`src/rtl/sgi_pkg.sv`:
```
/*
 * Constants, types and the state record of the SGMII PCS event and
 * transmit-state block.
 * Assumes one core clock and a 16-bit register port in which a register
 * index is turned into a byte address by a shift of two.
 */
// Contract
// - Flag signal loss input level change
// - Flag sync status change
// - Flag link good/failed toggle
// - Flag next page done in ack state
// - Flag base page done in ack state
// - Fresh NP word before timeout picks next page
// - Writing one clears a flag, zero keeps
// - Five mask bits, one masks, reset set
// - Transmit state codes zero to four
// - Transmit state codes five to nine
// - Transmit state codes ten to twelve
// - Transmit state codes thirteen to sixteen
// - Sync status reads one when synchronised
package sgi_pkg;

  // ===========================================================
  // Register port and map
  // ===========================================================
  localparam int          ADDR_W      = 18;
  localparam int          DATA_W      = 16;
  localparam logic [15:0] IDX_FLAGS   = 16'hD30B;
  localparam logic [15:0] IDX_MASKS   = 16'hD30C;
  localparam logic [15:0] IDX_TXSTATE = 16'hD30D;
  localparam logic [15:0] IDX_ABILITY = 16'hD320;
  localparam logic [15:0] IDX_SYNC    = 16'hD321;
  localparam logic [1:0]  IDX_SHIFT   = 2'h0;

  // ===========================================================
  // Field layout and reset values
  // ===========================================================
  localparam int          EVT_W        = 5;
  localparam int          BIT_LOSS     = 4;
  localparam int          BIT_SYNC     = 3;
  localparam int          BIT_LINK     = 2;
  localparam int          BIT_NP       = 1;
  localparam int          BIT_BP       = 0;
  localparam int          ABIL_NP_BIT  = 15;
  localparam logic [4:0]  FLAG_RESET   = 5'h00;
  localparam logic [4:0]  MASK_RESET   = 5'h1F;
  localparam logic [15:0] ABIL_RESET   = 16'h0000;
  localparam int          TIMER_W      = 16;

  // ===========================================================
  // Types
  // ===========================================================
  typedef enum logic [4:0] {
    SGI_TX_RESET      = 5'b00000,
    SGI_TX_TEST_CHECK = 5'b00001,
    SGI_TX_CONFIG     = 5'b00010,
    SGI_TX_IDLE       = 5'b00011,
    SGI_TX_DATA_IND   = 5'b00100,
    SGI_TX_SOP        = 5'b00101,
    SGI_TX_DATA       = 5'b00110,
    SGI_TX_EOP_NOEXT  = 5'b00111,
    SGI_TX_EOP_EVEN   = 5'b01000,
    SGI_TX_ALIGN_EVEN = 5'b01001,
    SGI_TX_EXT_ODD    = 5'b01010,
    SGI_TX_EXT_BY_1   = 5'b01011,
    SGI_TX_EXT_ERR    = 5'b01100,
    SGI_TX_ERR_ALIGN  = 5'b01101,
    SGI_TX_ERR_START  = 5'b01110,
    SGI_TX_ERR_DATA   = 5'b01111,
    SGI_TX_FALSE_CAR  = 5'b10000
  } sgi_tx_state_t;

  typedef enum logic [1:0] {
    SGI_AN_OTHER    = 2'b00,
    SGI_AN_ACK      = 2'b01,
    SGI_AN_NP_WAIT  = 2'b10,
    SGI_AN_IDLE_DET = 2'b11
  } sgi_an_state_t;

  typedef struct packed {
    logic              wr;
    logic              rd;
    logic [ADDR_W-1:0] addr;
    logic [DATA_W-1:0] wdata;
  } sgi_bus_req_t;

  typedef struct packed {
    logic [2:0]         los_sync;
    logic               los_level;
    logic               sync_prev;
    logic               link_prev;
    logic               primed;
    logic [EVT_W-1:0]   flags;
    logic [EVT_W-1:0]   masks;
    logic [DATA_W-1:0]  ability;
    sgi_tx_state_t      tx_code;
    logic               sync_ok;
    sgi_an_state_t      an_state;
    logic               fresh_np;
    logic [TIMER_W-1:0] timer;
    logic [DATA_W-1:0]  rdata;
    logic               irq;
  } sgi_state_t;

endpackage

```
`src/rtl/sgi_pcs_events.sv`:
```
/*
 * Event flags, masks, interrupt, transmit-state report and the exit
 * decision of the auto-negotiation acknowledge state of an SGMII PCS.
 * Assumes the sync, link, page and transmit-state inputs come from logic
 * on clk_i, while the signal loss input arrives from a pin.
 */
`timescale 1ns/1ns
module sgi_pcs_events
  import sgi_pkg::*;
#(
  parameter int ACK_TIMER_CYCLES = 1000
) (
  // Clock and reset.
  input  wire logic              clk_i,
  input  wire logic              resetn_i,
  // Register port.
  input  wire sgi_bus_req_t      bus_i,
  output logic [DATA_W-1:0]      rdata_o,
  // Line and PCS status inputs.
  input  wire logic              signal_loss_i,
  input  wire logic              sync_ok_i,
  input  wire logic              link_ok_i,
  input  wire sgi_tx_state_t     tx_state_i,
  // Auto-negotiation page events.
  input  wire logic              page_done_i,
  input  wire logic              page_is_next_i,
  // Outputs to the negotiation logic and the system.
  output sgi_an_state_t          an_state_o,
  output logic [DATA_W-1:0]      ability_word_o,
  output logic                   irq_o
);

  // ===========================================================
  // Elaboration checks
  // ===========================================================
  // The acknowledge timer must fit its counter and last one cycle at least.
  if (ACK_TIMER_CYCLES < 1 || ACK_TIMER_CYCLES >= (1 << TIMER_W)) begin : g_chk
    $error("ACK_TIMER_CYCLES out of range");
  end

  localparam logic [TIMER_W-1:0] TIMER_LAST = TIMER_W'(ACK_TIMER_CYCLES - 1);
  localparam logic [TIMER_W-1:0] TIMER_ONE  = TIMER_W'(1);
  localparam logic [TIMER_W-1:0] TIMER_ZERO = '0;

  // ===========================================================
  // Address decode
  // ===========================================================
  function automatic logic [ADDR_W-1:0] byte_addr(input logic [15:0] idx);
    byte_addr = {idx, IDX_SHIFT};
  endfunction

  sgi_state_t st_reg;
  sgi_state_t st_next;

  logic hit_flags;
  logic hit_masks;
  logic hit_tx;
  logic hit_abil;
  logic hit_sync;

  // Strobes select one register each; other addresses fall through.
  assign hit_flags = bus_i.addr == byte_addr(IDX_FLAGS);
  assign hit_masks = bus_i.addr == byte_addr(IDX_MASKS);
  assign hit_tx    = bus_i.addr == byte_addr(IDX_TXSTATE);
  assign hit_abil  = bus_i.addr == byte_addr(IDX_ABILITY);
  assign hit_sync  = bus_i.addr == byte_addr(IDX_SYNC);

  // ===========================================================
  // Next-state logic
  // ===========================================================
  // One combinational pass computes the whole next state record, so that
  // the interrupt can be registered from the same values that the flags
  // and masks take on this edge; read data come from the current flags.
  always_comb begin
    logic [EVT_W-1:0] set_v;
    logic [EVT_W-1:0] clr_v;
    logic             los_stable;
    logic             abil_wr;
    set_v      = '0;
    clr_v      = '0;
    los_stable = 1'b0;
    abil_wr    = 1'b0;
    st_next    = st_reg;

    // The pin passes three flops; only agreement of the last two counts,
    // which filters a single-cycle glitch at the cost of one more cycle.
    st_next.los_sync = {st_reg.los_sync[1:0], signal_loss_i};
    los_stable = st_reg.los_sync[1] == st_reg.los_sync[2];
    if (los_stable) begin
      st_next.los_level = st_reg.los_sync[2];
    end

    // Previous levels for change detection. Until primed, the first sample
    // after reset only seeds them, so a line already up raises no flag.
    st_next.sync_prev = sync_ok_i;
    st_next.link_prev = link_ok_i;
    st_next.primed    = st_reg.primed | (los_stable & st_reg.los_sync[2] == st_reg.los_level)
                        | st_reg.primed;
    if (!st_reg.primed) begin
      st_next.primed    = los_stable;
      st_next.los_level = st_reg.los_sync[2];
    end

    if (st_reg.primed) begin
      set_v[BIT_LOSS] = los_stable && (st_reg.los_sync[2] != st_reg.los_level);
      set_v[BIT_SYNC] = sync_ok_i != st_reg.sync_prev;
      set_v[BIT_LINK] = link_ok_i != st_reg.link_prev;
    end

    // Page completion puts the negotiation in the acknowledge state; the
    // flag names which page finished.
    if (page_done_i) begin
      set_v[BIT_NP] = page_is_next_i;
      set_v[BIT_BP] = !page_is_next_i;
    end

    // Register writes.
    if (bus_i.wr && hit_flags) begin
      clr_v = bus_i.wdata[EVT_W-1:0];
    end
    if (bus_i.wr && hit_masks) begin
      st_next.masks = bus_i.wdata[EVT_W-1:0];
    end
    if (bus_i.wr && hit_abil) begin
      st_next.ability = bus_i.wdata;
      abil_wr = 1'b1;
    end

    // A new event in the cycle of its clear is kept: set wins over clear.
    st_next.flags = (st_reg.flags & ~clr_v) | set_v;

    // Status mirrors.
    st_next.tx_code = tx_state_i;
    st_next.sync_ok = sync_ok_i;

    // Acknowledge-state exit. Software has until the timer runs out to
    // write a fresh ability word with the next page bit; the choice is
    // made at expiry, so a later rewrite within the window still counts.
    case (st_reg.an_state)
      SGI_AN_ACK: begin
        if (abil_wr) begin
          st_next.fresh_np = bus_i.wdata[ABIL_NP_BIT];
        end
        if (st_reg.timer == TIMER_LAST) begin
          st_next.timer = TIMER_ZERO;
          if (abil_wr ? bus_i.wdata[ABIL_NP_BIT] : st_reg.fresh_np) begin
            st_next.an_state = SGI_AN_NP_WAIT;
          end else begin
            st_next.an_state = SGI_AN_IDLE_DET;
          end
        end else begin
          st_next.timer = st_reg.timer + TIMER_ONE;
        end
      end
      SGI_AN_OTHER,
      SGI_AN_NP_WAIT,
      SGI_AN_IDLE_DET: begin
        st_next.timer    = TIMER_ZERO;
        st_next.fresh_np = 1'b0;
      end
      default: begin
        st_next.an_state = SGI_AN_OTHER;
        st_next.timer    = TIMER_ZERO;
        st_next.fresh_np = 1'b0;
      end
    endcase

    // A completed page always restarts the acknowledge window.
    if (page_done_i) begin
      st_next.an_state = SGI_AN_ACK;
      st_next.timer    = TIMER_ZERO;
      st_next.fresh_np = 1'b0;
    end

    // Read data stand in the cycle after the strobe only; unmapped
    // addresses and reserved bits read as zero.
    st_next.rdata = '0;
    if (bus_i.rd) begin
      if (hit_flags) begin
        st_next.rdata[EVT_W-1:0] = st_reg.flags;
      end else if (hit_masks) begin
        st_next.rdata[EVT_W-1:0] = st_reg.masks;
      end else if (hit_tx) begin
        st_next.rdata[EVT_W-1:0] = st_reg.tx_code;
      end else if (hit_abil) begin
        st_next.rdata = st_reg.ability;
      end else if (hit_sync) begin
        st_next.rdata[0] = st_reg.sync_ok;
      end
    end

    // Registered from the next flags and masks so the line follows them
    // on the same edge.
    st_next.irq = |(st_next.flags & ~st_next.masks);
  end

  // ===========================================================
  // State register
  // ===========================================================
  // Every field takes a constant under reset; masks come up all set so
  // nothing interrupts before software has configured the block.
  always_ff @(posedge clk_i or negedge resetn_i) begin
    if (!resetn_i) begin
      st_reg.los_sync  <= 3'h0;
      st_reg.los_level <= 1'b0;
      st_reg.sync_prev <= 1'b0;
      st_reg.link_prev <= 1'b0;
      st_reg.primed    <= 1'b0;
      st_reg.flags     <= FLAG_RESET;
      st_reg.masks     <= MASK_RESET;
      st_reg.ability   <= ABIL_RESET;
      st_reg.tx_code   <= SGI_TX_RESET;
      st_reg.sync_ok   <= 1'b0;
      st_reg.an_state  <= SGI_AN_OTHER;
      st_reg.fresh_np  <= 1'b0;
      st_reg.timer     <= TIMER_ZERO;
      st_reg.rdata     <= 16'h0000;
      st_reg.irq       <= 1'b0;
    end else begin
      st_reg <= st_next;
    end
  end

  // ===========================================================
  // Outputs
  // ===========================================================
  // All outputs are fields of the state register.
  assign rdata_o        = st_reg.rdata;
  assign an_state_o     = st_reg.an_state;
  assign ability_word_o = st_reg.ability;
  assign irq_o          = st_reg.irq;

endmodule

```
`config.mk`:
```
export PLATFORM = sky130hd
export DESIGN_NAME = sgi_pcs_events
export DESIGN_NICKNAME = d
export VERILOG_FILES = /design/src/rtl/sgi_pkg.sv /design/src/rtl/sgi_pcs_events.sv
export SDC_FILE = /design/constraint.sdc
export NUM_CORES = 1
export LEC_CHECK = 0
export ABC_AREA = 0
export ABC_CLOCK_PERIOD_IN_PS = 2460
export BUFFER_PORTS_ARGS = -buffer_cell sky130_fd_sc_hd__buf_2
export CAP_MARGIN = 15
export CORE_MARGIN = 4
export CORE_UTILIZATION = 57
export DETAILED_ROUTE_END_ITERATION = 6
export PLACE_DENSITY = 0.84
export SYNTH_ARGS = -nofsm -noshare
export SYNTH_HDL_FRONTEND = slang
export SYNTH_SLANG_ARGS = --single-unit
```
`constraint.sdc`:
```
create_clock -name clk_i -period 2.46 [get_ports clk_i]
set_input_delay 0.369 -clock clk_i [delete_from_list [all_inputs] [get_ports clk_i]]
set_output_delay 0.369 -clock clk_i [all_outputs]
set_load 0.01 [all_outputs]
```
==> results.md, run 1 <==
Outcome:
- The run finished with clean final reports.

Floorplan:
- The area of the core region is 5640 um2.
- The die outline width is 85.4 um.
- Measured along the y axis, the die boundary spans approximately 85 um.
- In this run the count of I/O pins placed on the die edge is 83.
- The floorplan step defined a die boundary enclosing approximately 7300 um2.
- The count of standard-cell rows is 27.
- Once the floorplan was initialized, standard cells occupied 60.5% of the core.

Timing:
- Of the available clock period, the critical path in the final layout requires between 80% and 90%.
- The number of max-slew violations in the final report is 0.
- Headroom to the max-slew limit came out at a little over three fifths.
- The final count of hold timing violations is 0.
- Setup repair after global routing left no endpoint under its margin.
- Setup violations remaining at the end of the flow were counted as 0.
- Final hold analysis gives a worst-case slack of roughly 130 ps.
- The least setup slack across all paths after layout is 273 ps.
- The final setup skew is 8.47 ps.
- The smallest clock period supported by the final layout is computed as 2190 ps.
- For the pin with the worst max-slew slack, the measured transition is 550 ps.
- For this run, the top clock speed supported by timing is roughly 460 MHz.

CTS:
- The largest buffer count on any clock path is 2.
- The clock root buffer master is clkbuf_8.
- Clock-pin slew was measured on the worst setup and hold paths at 80 ps.
- The total clock buffers created by CTS is 9.
- The post-CTS repair timing setup buffer count is 0.
- The source-to-sink clock delay at the later pin of the worst-skew pair is 340 ps.
- In this run the number of H-tree levels came out at 3.
- The count of clock tree sinks is 74.
- The clock tree from TritonCTS is yes.

Cells and area:
- The post-route netlist has 36.8% of its cells at a drive strength greater than 1.
- At the end of the flow the core is filled with cells to ~69%.
- The total inserted antenna cells is 0.
- The number of filler instances in the final layout is 412.
- For this run, the number of standard cells in the final layout without fillers is roughly 440.
- The sequential cell area in the final layout is 1860 um2.
- The combined area of the multi-input logic cells is 1250 um2.
- The layout-stage area growth over the synthesis result is 14.4%.
- The number of nets in the layout is 416.
- The number of flip-flops under the largest register name is 37.

Pwr:
- The worst ir drop on vdd is 403 uV.
- The analysis attributes to cell leakage a power of 1.99 nW.
- Summing internal, switching and leakage power gives 2.20 mW.
- The total power per unit cell area is 563 nW/um2.

GRT:
- The global route total overflow is 0.
- The maximum number of pins on one net before global-route repair is 38.
- Global routing used a little over a quarter of the available met1 tracks.
- The first global-routing pass estimated 11200 um of wire.
- For met2 alone, demand over resource in global routing was 30.9%.
- Global routing consumed, over all layers together, 19.6% of the routing resources.
- The via count of the first global-routing pass is ~2300.
- The number of antenna violations at the first check in global routing is 0.
- Global routing used under 10% of the available met3 tracks.
- In this run the most used layer during global routing was met2.

Setup path:
- The worst endpoint data arrival time is 2420 ps.
- The setup check on the worst reg-to-reg path leaves a slack of 600 ps.
- The startpoint type of the worst setup path is an input pin.
- STA classifies the critical path endpoint as a flip-flop.
- The endpoint required time on the critical path is 2690 ps.
- The largest fanout on the critical path is 5.
- The start-to-end type of the worst setup path is in2reg.

Place:
- Buffers placed on the I/O ports in this run total 82.
- Prior to clock tree synthesis, the placed netlist has a worst setup slack of -23.4 ps.
- The number of instances in the placed design is 427.
- The congestion estimate from routability-driven global placement came to around 0.84.
- The half-perimeter wire length of the detailed placement result is 5160 um.

Synth:
- The most used standard cell by instance count after synthesis is dfrtp_1.
- Sorting the synthesized cells by how often they occur yields dfrtp_1 (69), buf_4 (35), nand2_1 (26), nor2_1 (26), mux2_2 (21).
- The per-instance average area after synthesis is around 11 um2.
- The proportion of synthesized chip area in sequential cells is roughly 54%.
- The share of synthesized registers carrying an async set or reset is 100%.
- The share of Yosys cell area claimed by the top area cell type is roughly 51%.
- Synthesis produced a netlist whose cell count is 305.
- The register bit count reported by yosys is 74.
- The Yosys step of the flow raised 0 warnings.
- In this run the cell area of the synthesized design comes to 3410 um2.
- The dominant register cell in the synthesized netlist is dfrtp_1.
- The number of different library cells used by synthesis comes to 41.
- Summed over all instances, the cell type with the most area after synthesis is dfrtp_1.
- The number of flops mapped to enable cells by yosys is 0.
- The post-synthesis net count is 354.
- Sorting the synthesized cells by area gives the leading types as dfrtp_1 (51%), buf_4 (7.7%), mux2_2 (6.9%).

Detailed routing:
- Dividing the detail-routed via count by the number of cells gives 5.39.
- The number of nets still failing antenna checks after routing is 0.
- After detailed routing, the number of remaining DRC violations is 0.
- The average wire per standard cell is 15.2 um.
- The first detailed-routing pass took 4 iterations.
- The detailed router placed 2391 vias in this run.
- Summed over all layers, the routed wires come to between 6000 and 7000 um.
- In this run, the number of DRC markers left after iteration 0 of detailed routing was 140.

Flow run:
- Across the run, the number of max-cap violations was 0.

Min path:
- The min-delay analysis places its worst path in the category in2reg.
==> kinds of logic after synthesis <==
kind of cell | synth area share (%)
compound gates | 5.83
xor+xnor | 4.11
fa+ha+maj | 0.367
buf+inv | 8.80
flops | 54.5
mux | 7.81
simple gates | 18.6
==> metrics by stage <==
stage               cell area [um2]  setup TNS [ps]
floorplan                      3410               0
global placement               3720               0
detailed placement             3720            -124
CTS                            3900               0
global route                   3900               0
finish                         3900               0
==> metal layers <==
| metal | share of wire, % | up-vias |
|---|---|---|
| met1 | 43 | 1142 |
| met3 | 7.9 | 5 |
| met2 | 49 | 94 |
| met5 | 0 | - |
| li1 | - | 1150 |
| met4 | 0.53 | 0 |
==> worst paths after layout <==
check / end / start / depth (start not counted)
max: rdata_o[3]$_DFF_PN0_ / bus_i[22] / 7
min: st_reg[38]$_DFF_PN0_ / tx_state_i[1] / 1
max reg2reg: st_reg[26]$_DFF_PN0_ / st_reg[17]$_DFF_PN0_ / 5
min reg2reg: st_next[74]$_DFF_PN0_ / st_next[73]$_DFF_PN0_ / 0
max in group asynchronous: an_state_o[0]$_DFFE_PN0P_ / resetn_i / 3
min in group asynchronous: st_reg[74]$_DFF_PN0_ / resetn_i / 2
==> worst max-delay path, cell delays in order <==
cell and delay [ps]:
buf_2 90, or4b_4 530, or3_4 400, or3_4 390
nor3_4 230, a22oi_1 150, a21boi_0 250
==> power by group <==
part	switching, mW	internal [mW]
clock network	0.459	0.373
logic	0.0722	0.0543
registers	0.0106	1.23
==> final cells by class <==
class | instances | area share, %
sequential | 74 | 47.6
tap | 72 | 2.31
clock buffer | 9 | 3.17
multi-input combinational | 186 | 32.1
inverter | 5 | 0.481
timing repair buffer | 91 | 13.0
clock inverter | 7 | 1.35
==> layout by cell type (no fill, tap or decap), types with 8 or more instances in the layout <==
| cell type | synthesis | layout |
|---|---|---|
| dfrtp_1 | 69 | 69 |
| mux2_2 | 21 | 21 |
| and3_1 | 15 | 15 |
| buf_2 | 0 | 82 |
| a21oi_1 | 10 | 10 |
| o21ai_0 | 8 | 8 |
| nor2_1 | 26 | 26 |
| xor2_1 | 12 | 12 |
| clkbuf_8 | 0 | 9 |
| nand2_1 | 26 | 26 |
==> repair_timing <==
| item | CTS | global route |
|---|---|---|
| hold endpoints to repair | 10 | 0 |
| hold buffers | 1 | 0 |
| resized for setup | 0 | 0 |
Power figures use the tool's default switching activity.
==> run 2, diff against run 1 <==
- GPL_ROUTABILITY_DRIVEN: not set -> 0
- GPL_TIMING_DRIVEN: not set -> 0
- PLACE_DENSITY: 0.84 -> not set
- PLACE_DENSITY_LB_ADDON: not set -> 0.1
==> run 2 against run 1 <==
Against the previous run: critical path depth did not move; design area up 7.1%; combinational power about the same; cell count rose by 7.9%; via count grew 5.2%; fmax is 6.8% lower; power increased by 5.5%; flip-flop and latch count did not move; clock skew barely moved; sequential share of layout area decreased by 3.1 points; sequential power barely moved; critical path type unchanged; largest power group unchanged.
==> results.md, run 2 (synthesis results as in run 1) <==
Outcome:
- The flow ran to the end, and the final reports show no timing, DRC or antenna violations.

CTS:
- The clock edge transition at the registers on the reported setup and hold paths is 70 ps.
- Buffers inserted during clock tree synthesis total 9.
- The deepest level of the CTS H-tree is 3.
- The clock tree from TritonCTS is yes.
- The post-cts resize count is 0.
- The root buffer cell chosen for the clock tree is clkbuf_8.
- The largest buffer count on any clock path is 2.
- Clock latency on the worst-skew pair, taken at its later pin, is ~340 ps.
- CTS saw 74 sinks.

Detailed routing:
- The average vias per placed instance is 5.25.
- The iteration-0 DRC count of the detailed router is 167.
- The routed wire length is 6890 um.
- The detail route stage leaves a number of antenna-violating nets equal to 0.
- The detailed-routing iteration count for the pre-antenna-repair pass is 4.
- After detailed routing, the average wire length per cell comes to roughly 14 um.
- For this run, design rule violations remaining after detail routing come to 0.
- The routed layout has 2516 vias.

Floorplan:
- The area of the core region is 5640 um2.
- The die is 85.4 um wide.
- The vertical die dimension is approximately 85 um.
- The top-level port count is 83.
- The full die area is 7290 um2.
- The count of standard-cell rows is 27.
- Once the floorplan was initialized, standard cells occupied 60.5% of the core.

Setup path:
- The largest fanout on the critical path is 10.
- On the worst path, the slowest cell contributes a delay of around 540 ps.
- The most numerous cell type found on the critical path is or3_4.
- The signal on the critical path passes through buf_2 > or4b_4 > or3_4 > or3_4 > nor3_4 > clkbuf_1 > and3_1.
- The startpoint type of the worst setup path is an input pin.
- The slowest stage of the critical path belongs to the cell or4b_4.
- The start-to-end type of the worst setup path is in2reg.
- The worst endpoint data arrival time is 2630 ps.
- The endpoint kind of the worst setup timing path is a flip-flop.
- The endpoint required time on the critical path is 2740 ps.

GRT:
- Entering global routing, the biggest net connects 74 pins.
- The all-layer global routing usage is between 20 and 25%.
- The number of antenna violations at the first check in global routing is 0.
- The via count of the first global-routing pass is 2402.
- After global routing the overflow that remains totals 0.
- The first-pass GRT wire length is about 11000 um.

Timing:
- The routed design could run at a clock period as short as between 2000 and 2500 ps.
- The upper clock frequency limit is 426 MHz.
- Between clock sinks in the finished design, the worst skew comes to 8.97 ps.
- In the post-route analysis, the smallest setup slack over all paths is about 110 ps.
- Headroom to the max-slew limit came out at between 50% and 60%.
- The transition at the pin with the smallest max-transition slack is between 600 and 700 ps.
- Setup violations remaining at the end of the flow were counted as 0.
- The number of max-slew violations in the final report is 0.
- The final worst-path cycle share is 95.4%.
- The final count of hold timing violations is 0.

Cells and area:
- The layout-stage area growth over the synthesis result is 22.4%.
- In the layout the commonest cells are buf_2 (80), dfrtp_1 (69), buf_4 (39), nand2_1 (26), nor2_1 (26).
- The register with the most flip-flops in the layout has 37 of them.
- Leaving out fill and tap cells, the most frequent cell in the layout is buf_2.
- The total inserted antenna cells is 0.
- Of the cells placed in the final design, the portion with a size suffix greater than 1 is between 40% and 50%.
- The number of nets in the layout is approximately 450.

Pwr:
- The worst-case IR drop observed on VDD is 432 uV.
- In this run the power density over the cells is between 500 and 600 nW/um2.
- The leakage power total is 2.18 nW.
- The total power draw is 2.32 mW.

Place:
- In this run the tool buffered the top-level ports with 81 buffer cells.
- The worst setup slack before clock tree synthesis is -401 ps.
- The half-perimeter wire length of the detailed placement result is ~5000 um.

Flow run:
- The total of max-cap violations is 0.

Min path:
- The tightest min-delay check is of the in2reg type.
-- run 2: cell types whose count changed in the layout (fill, tap and decap cells not counted), moves of 2 or more --
cell      before  now
inv_6          2    0
buf_2         82   80
clkbuf_1       0    7
clkbuf_8       9   12
buf_12         2    0
buf_4          6   39
clkinv_4       2    0
-- run 2: critical path: cells and delay by family --
kind                   cells  cell delay, ps
buffers and inverters      2             460
and+or+nand+nor            5            1790
-- run 2: area by class of cell --
| type | instances | area, um2 |
|---|---|---|
| sequential | 74 | 1860 |
| fill | 429 | 1460 |
| multi-input combinational | 186 | 1250 |
| timing repair buffer | 86 | 468 |
| buffer | 40 | 282 |
| clock buffer | 14 | 173 |
| tap | 72 | 90.1 |
| clock inverter | 2 | 35.0 |
| inverter | 5 | 18.8 |
-- run 2: layer usage --
layer | GRT usage, % | wire length (um) | vias to the layer above
met5 | 0 | 0 | -
met4 | 7.77 | 116 | 0
met3 | 5.24 | 452 | 13
met2 | 32.1 | 3390 | 67
met1 | 26.6 | 2930 | 1219
li1 | - | - | 1217
-- run 2: repair_timing --
action	in CTS	in global routing
hold buffers	1	0
pin swaps	1	1
hold endpoints to repair	1	0
endpoints found under the setup margin	10	10
buffers inserted	0	3
-- run 2: path summary, 6_finish.rpt --
kind | from | to | slack [ps] | cells after the start
setup reg to reg | st_reg[17]$_DFF_PN0_ | st_reg[24]$_DFF_PN0_ | 510 | 6
hold reg to reg | st_next[73]$_DFF_PN0_ | st_next[74]$_DFF_PN0_ | 350 | 0
max in group asynchronous | resetn_i | st_reg[61]$_DFF_PN1_ | 1550 | 3
setup / recovery | bus_i[22] | rdata_o[13]$_DFF_PN0_ | 110 | 7
hold / removal | tx_state_i[0] | st_reg[37]$_DFF_PN0_ | 130 | 1
min in group asynchronous | resetn_i | rdata_o[0]$_DFF_PN0_ | 350 | 2
-- run 2: power by group --
| part | internal [mW] | total (mW) | switching (mW) |
|---|---|---|---|
| Sequential | 1.23 | 1.24 | 0.0105 |
| Clock | 0.551 | 0.951 | 0.401 |
| Combinational | 0.0550 | 0.126 | 0.0715 |
| Total | 1.84 | 2.32 | 0.483 |
-- run 2: stage by stage --
stage               hold WS [ps]  util [%]  TNS (ps)  area (um2)  cells
finish                       129      74.1         0        4180    479
global route                 112      74.1     -11.6        4180    479
CTS                          117      73.7         0        4160    476
detailed placement           169      69.8     -7220        3940    459
global placement             337      69.3     -6990        3910    458
floorplan                   73.4         -         0        3410    305
==> run 3, diff against run 2 <==
- REMOVE_ABC_BUFFERS: not set -> 1
==> run 3 against run 2 <==
Against the previous run: combinational power about the same; global-route usage decreased by 0.44 points; clock power increased by 10%; largest cell class unchanged; core utilization decreased by 4.3 points; register-to-register slack improved by 130 ps.
==> results.md, run 3 (synthesis results as in run 1) <==
Timing:
- The upper clock frequency limit is 429 MHz.
- On the final layout, the worst clock skew is ~4.2 ps.
- The relative slew slack is slightly below 60%.
- Setup repair after global routing left no endpoint under its margin.
- The final worst-path cycle share is 94.8%.
- At the pin with the least slew margin, the transition time is approximately 630 ps.
- The number of max-slew violations in the final report came to 0.
- For the finished layout, the period the worst path requires is 2330 ps.
- Setup violations remaining at the end of the flow were counted as 0.
- The final count of hold timing violations was 0.
- The least setup slack across all paths after layout is 128 ps.
- The total negative setup slack is 0 ps.

Cells and area:
- 0 antenna diodes ended up in the layout.
- The most common cell after layout, fill and taps aside is buf_2.
- The number of filler instances in the final layout is 418.
- The sequential cell area in the final layout is 1860 um2.
- The share of cells above drive strength 1 is a little over a third.
- In the layout the commonest cells are buf_2 (81), dfrtp_1 (69), nand2_1 (26), nor2_1 (26), mux2_2 (21).
- Summing all multi-input logic gate instances after layout gives 1250 um2.
- Relative to the synthesized area, the layout overhead comes to 15.3%.
- The number of flip-flops under the largest register name is 37.
- The final cell utilization of the core is roughly 70%.
- In the final design database the tool counted 412 nets.

GRT:
- The via count of the first global-routing pass is 2343.
- The first global-routing pass estimated approximately 11000 um of wire.
- The global route total overflow is 0.
- Entering global routing, the biggest net connects between 40 and 50 pins.
- The number of antenna violations at the first check in global routing is 0.
- Across every metal layer, demand over resource in global routing totals approximately 20%.

Floorplan:
- In this run the standard cell core region covers 5640 um2.
- The effective utilization at floorplan is ~60%.
- Pin placement for this block handled 83 I/O pins.
- The die covers 7290 um2.
- The vertical die dimension is 85.4 um.
- The count of standard-cell rows is 27.
- The die is 85.4 um wide.

Detailed routing:
- The detailed router finished its first iteration with approximately 140 violations.
- The detailed-routing iteration count for the pre-antenna-repair pass is 4.
- In the final routed layout, each cell accounts on average for 15.4 um.
- Using the TritonRoute via totals, the vias-per-cell ratio works out to between 5 and 6.
- The remaining design rule violation count is 0.
- Summed over all layers, the routed wires come to between 6000 and 7000 um.
- The number of nets still failing antenna checks after routing is 0.
- The routed layout has between 2000 and 2500 vias.

CTS:
- After clock tree synthesis, the clock-pin slew on the worst setup and hold paths is 80 ps.
- The clock tree from TritonCTS is yes.
- The clock root buffer master is clkbuf_8.
- In this run the number of H-tree levels came out at 3.
- The largest buffer count on any clock path is 2.
- The source-to-sink clock delay at the later pin of the worst-skew pair is 350 ps.
- Counting every sink on the clock net gives 74.
- The total clock buffers created by CTS is 9.

Place:
- Detailed placement ended at an HPWL of roughly 4900 um.
- During placement, the flow inserted port buffers numbering 82.
- The worst setup slack before clock tree synthesis is -283 ps.

Min path:
- The path type of the worst min-delay path is in2reg.

Outcome:
- The flow ran to the end, and the final reports show no timing, DRC or antenna violations.

Pwr:
- The total power per unit cell area is between 600 and 700 nW/um2.
- The leakage power total is 2.00 nW.
- The total power draw is 2.42 mW.
- The worst ir drop on vdd is 431 uV.

Setup path:
- The endpoint kind of the worst setup timing path is a flip-flop.
- Data on the critical path arrives at its endpoint at 2570 ps.
- The start-to-end type of the worst setup path is in2reg.
- In this run the worst path has a maximum fanout of 14.
- The worst setup path is launched from an input pin.
- For the worst setup path, the data required time is 2690 ps.

Flow run:
- The tool flagged a number of max-cap violations equal to 0.
run 3: changes by cell type in the layout (fill, tap and decap cells not counted), sizes merged:
cell    before  now
buf        120   86
clkbuf      19    9
clkinv       1    3
inv          5    7
bufinv       1    2
run 3: worst max-delay path, cell delays in order:
cell	delay [ps]
buf_2	90
or4b_4	530
or3_4	400
nor4_4	490
buf_6	260
mux2i_1	120
o31ai_1	220
nand2b_1	80
run 3: repair_timing:
action	in CTS	in global routing
gates resized for setup	0	0
setup endpoints to repair	0	2
hold buffers	1	0
hold endpoints to repair	25	0
buffers inserted	0	2
run 3: report_power, final:
part	switching [mW]	internal, mW	total (mW)	leakage, nW
sequential	0.0100	1.23	1.24	0.946
clock	0.472	0.580	1.05	0.114
combinational	0.0704	0.0544	0.125	0.937
run 3: cell type report:
type                       instances  share of cell area [%]
inverter                           5                   0.477
tap                               72                    2.29
timing repair buffer              87                    12.4
sequential                        74                    47.2
multi-input combinational        186                    31.9
clock buffer                       9                    3.15
clock inverter                     7                    2.54
run 3: worst paths after layout:
check	startpoint	to	slack [ps]	cells past startpoint
max	bus_i[22]	an_state_o[0]$_DFFE_PN0P_	130	8
max reg2reg	st_reg[17]$_DFF_PN0_	st_reg[25]$_DFF_PN0_	640	5
min in group asynchronous	resetn_i	st_reg[69]$_DFF_PN0_	490	2
max in group asynchronous	resetn_i	st_reg[60]$_DFF_PN1_	1380	3
min	tx_state_i[1]	st_reg[38]$_DFF_PN0_	120	1
min reg2reg	st_next[73]$_DFF_PN0_	st_next[74]$_DFF_PN0_	360	0
run 3: stage by stage:
step | hold WS (ps) | area, um2 | std cells
2_1_floorplan | 73.4 | 3130 | 265
3_3_place_gp | 342 | 3630 | 419
3_5_place_dp | 327 | 3670 | 421
4_1_cts | 110 | 3910 | 438
5_1_grt | 99.6 | 3930 | 440
6_report | 123 | 3930 | 440
run 3: metal layers:
layer	up-vias	routed length (um)	track usage, %	part of all wire [%]
met4	0	153	9.21	2.3
met2	77	3180	30.0	47
met1	1148	2990	27.0	44
met5	-	0	0	0
li1	1136	-	-	-
met3	15	463	4.47	6.8
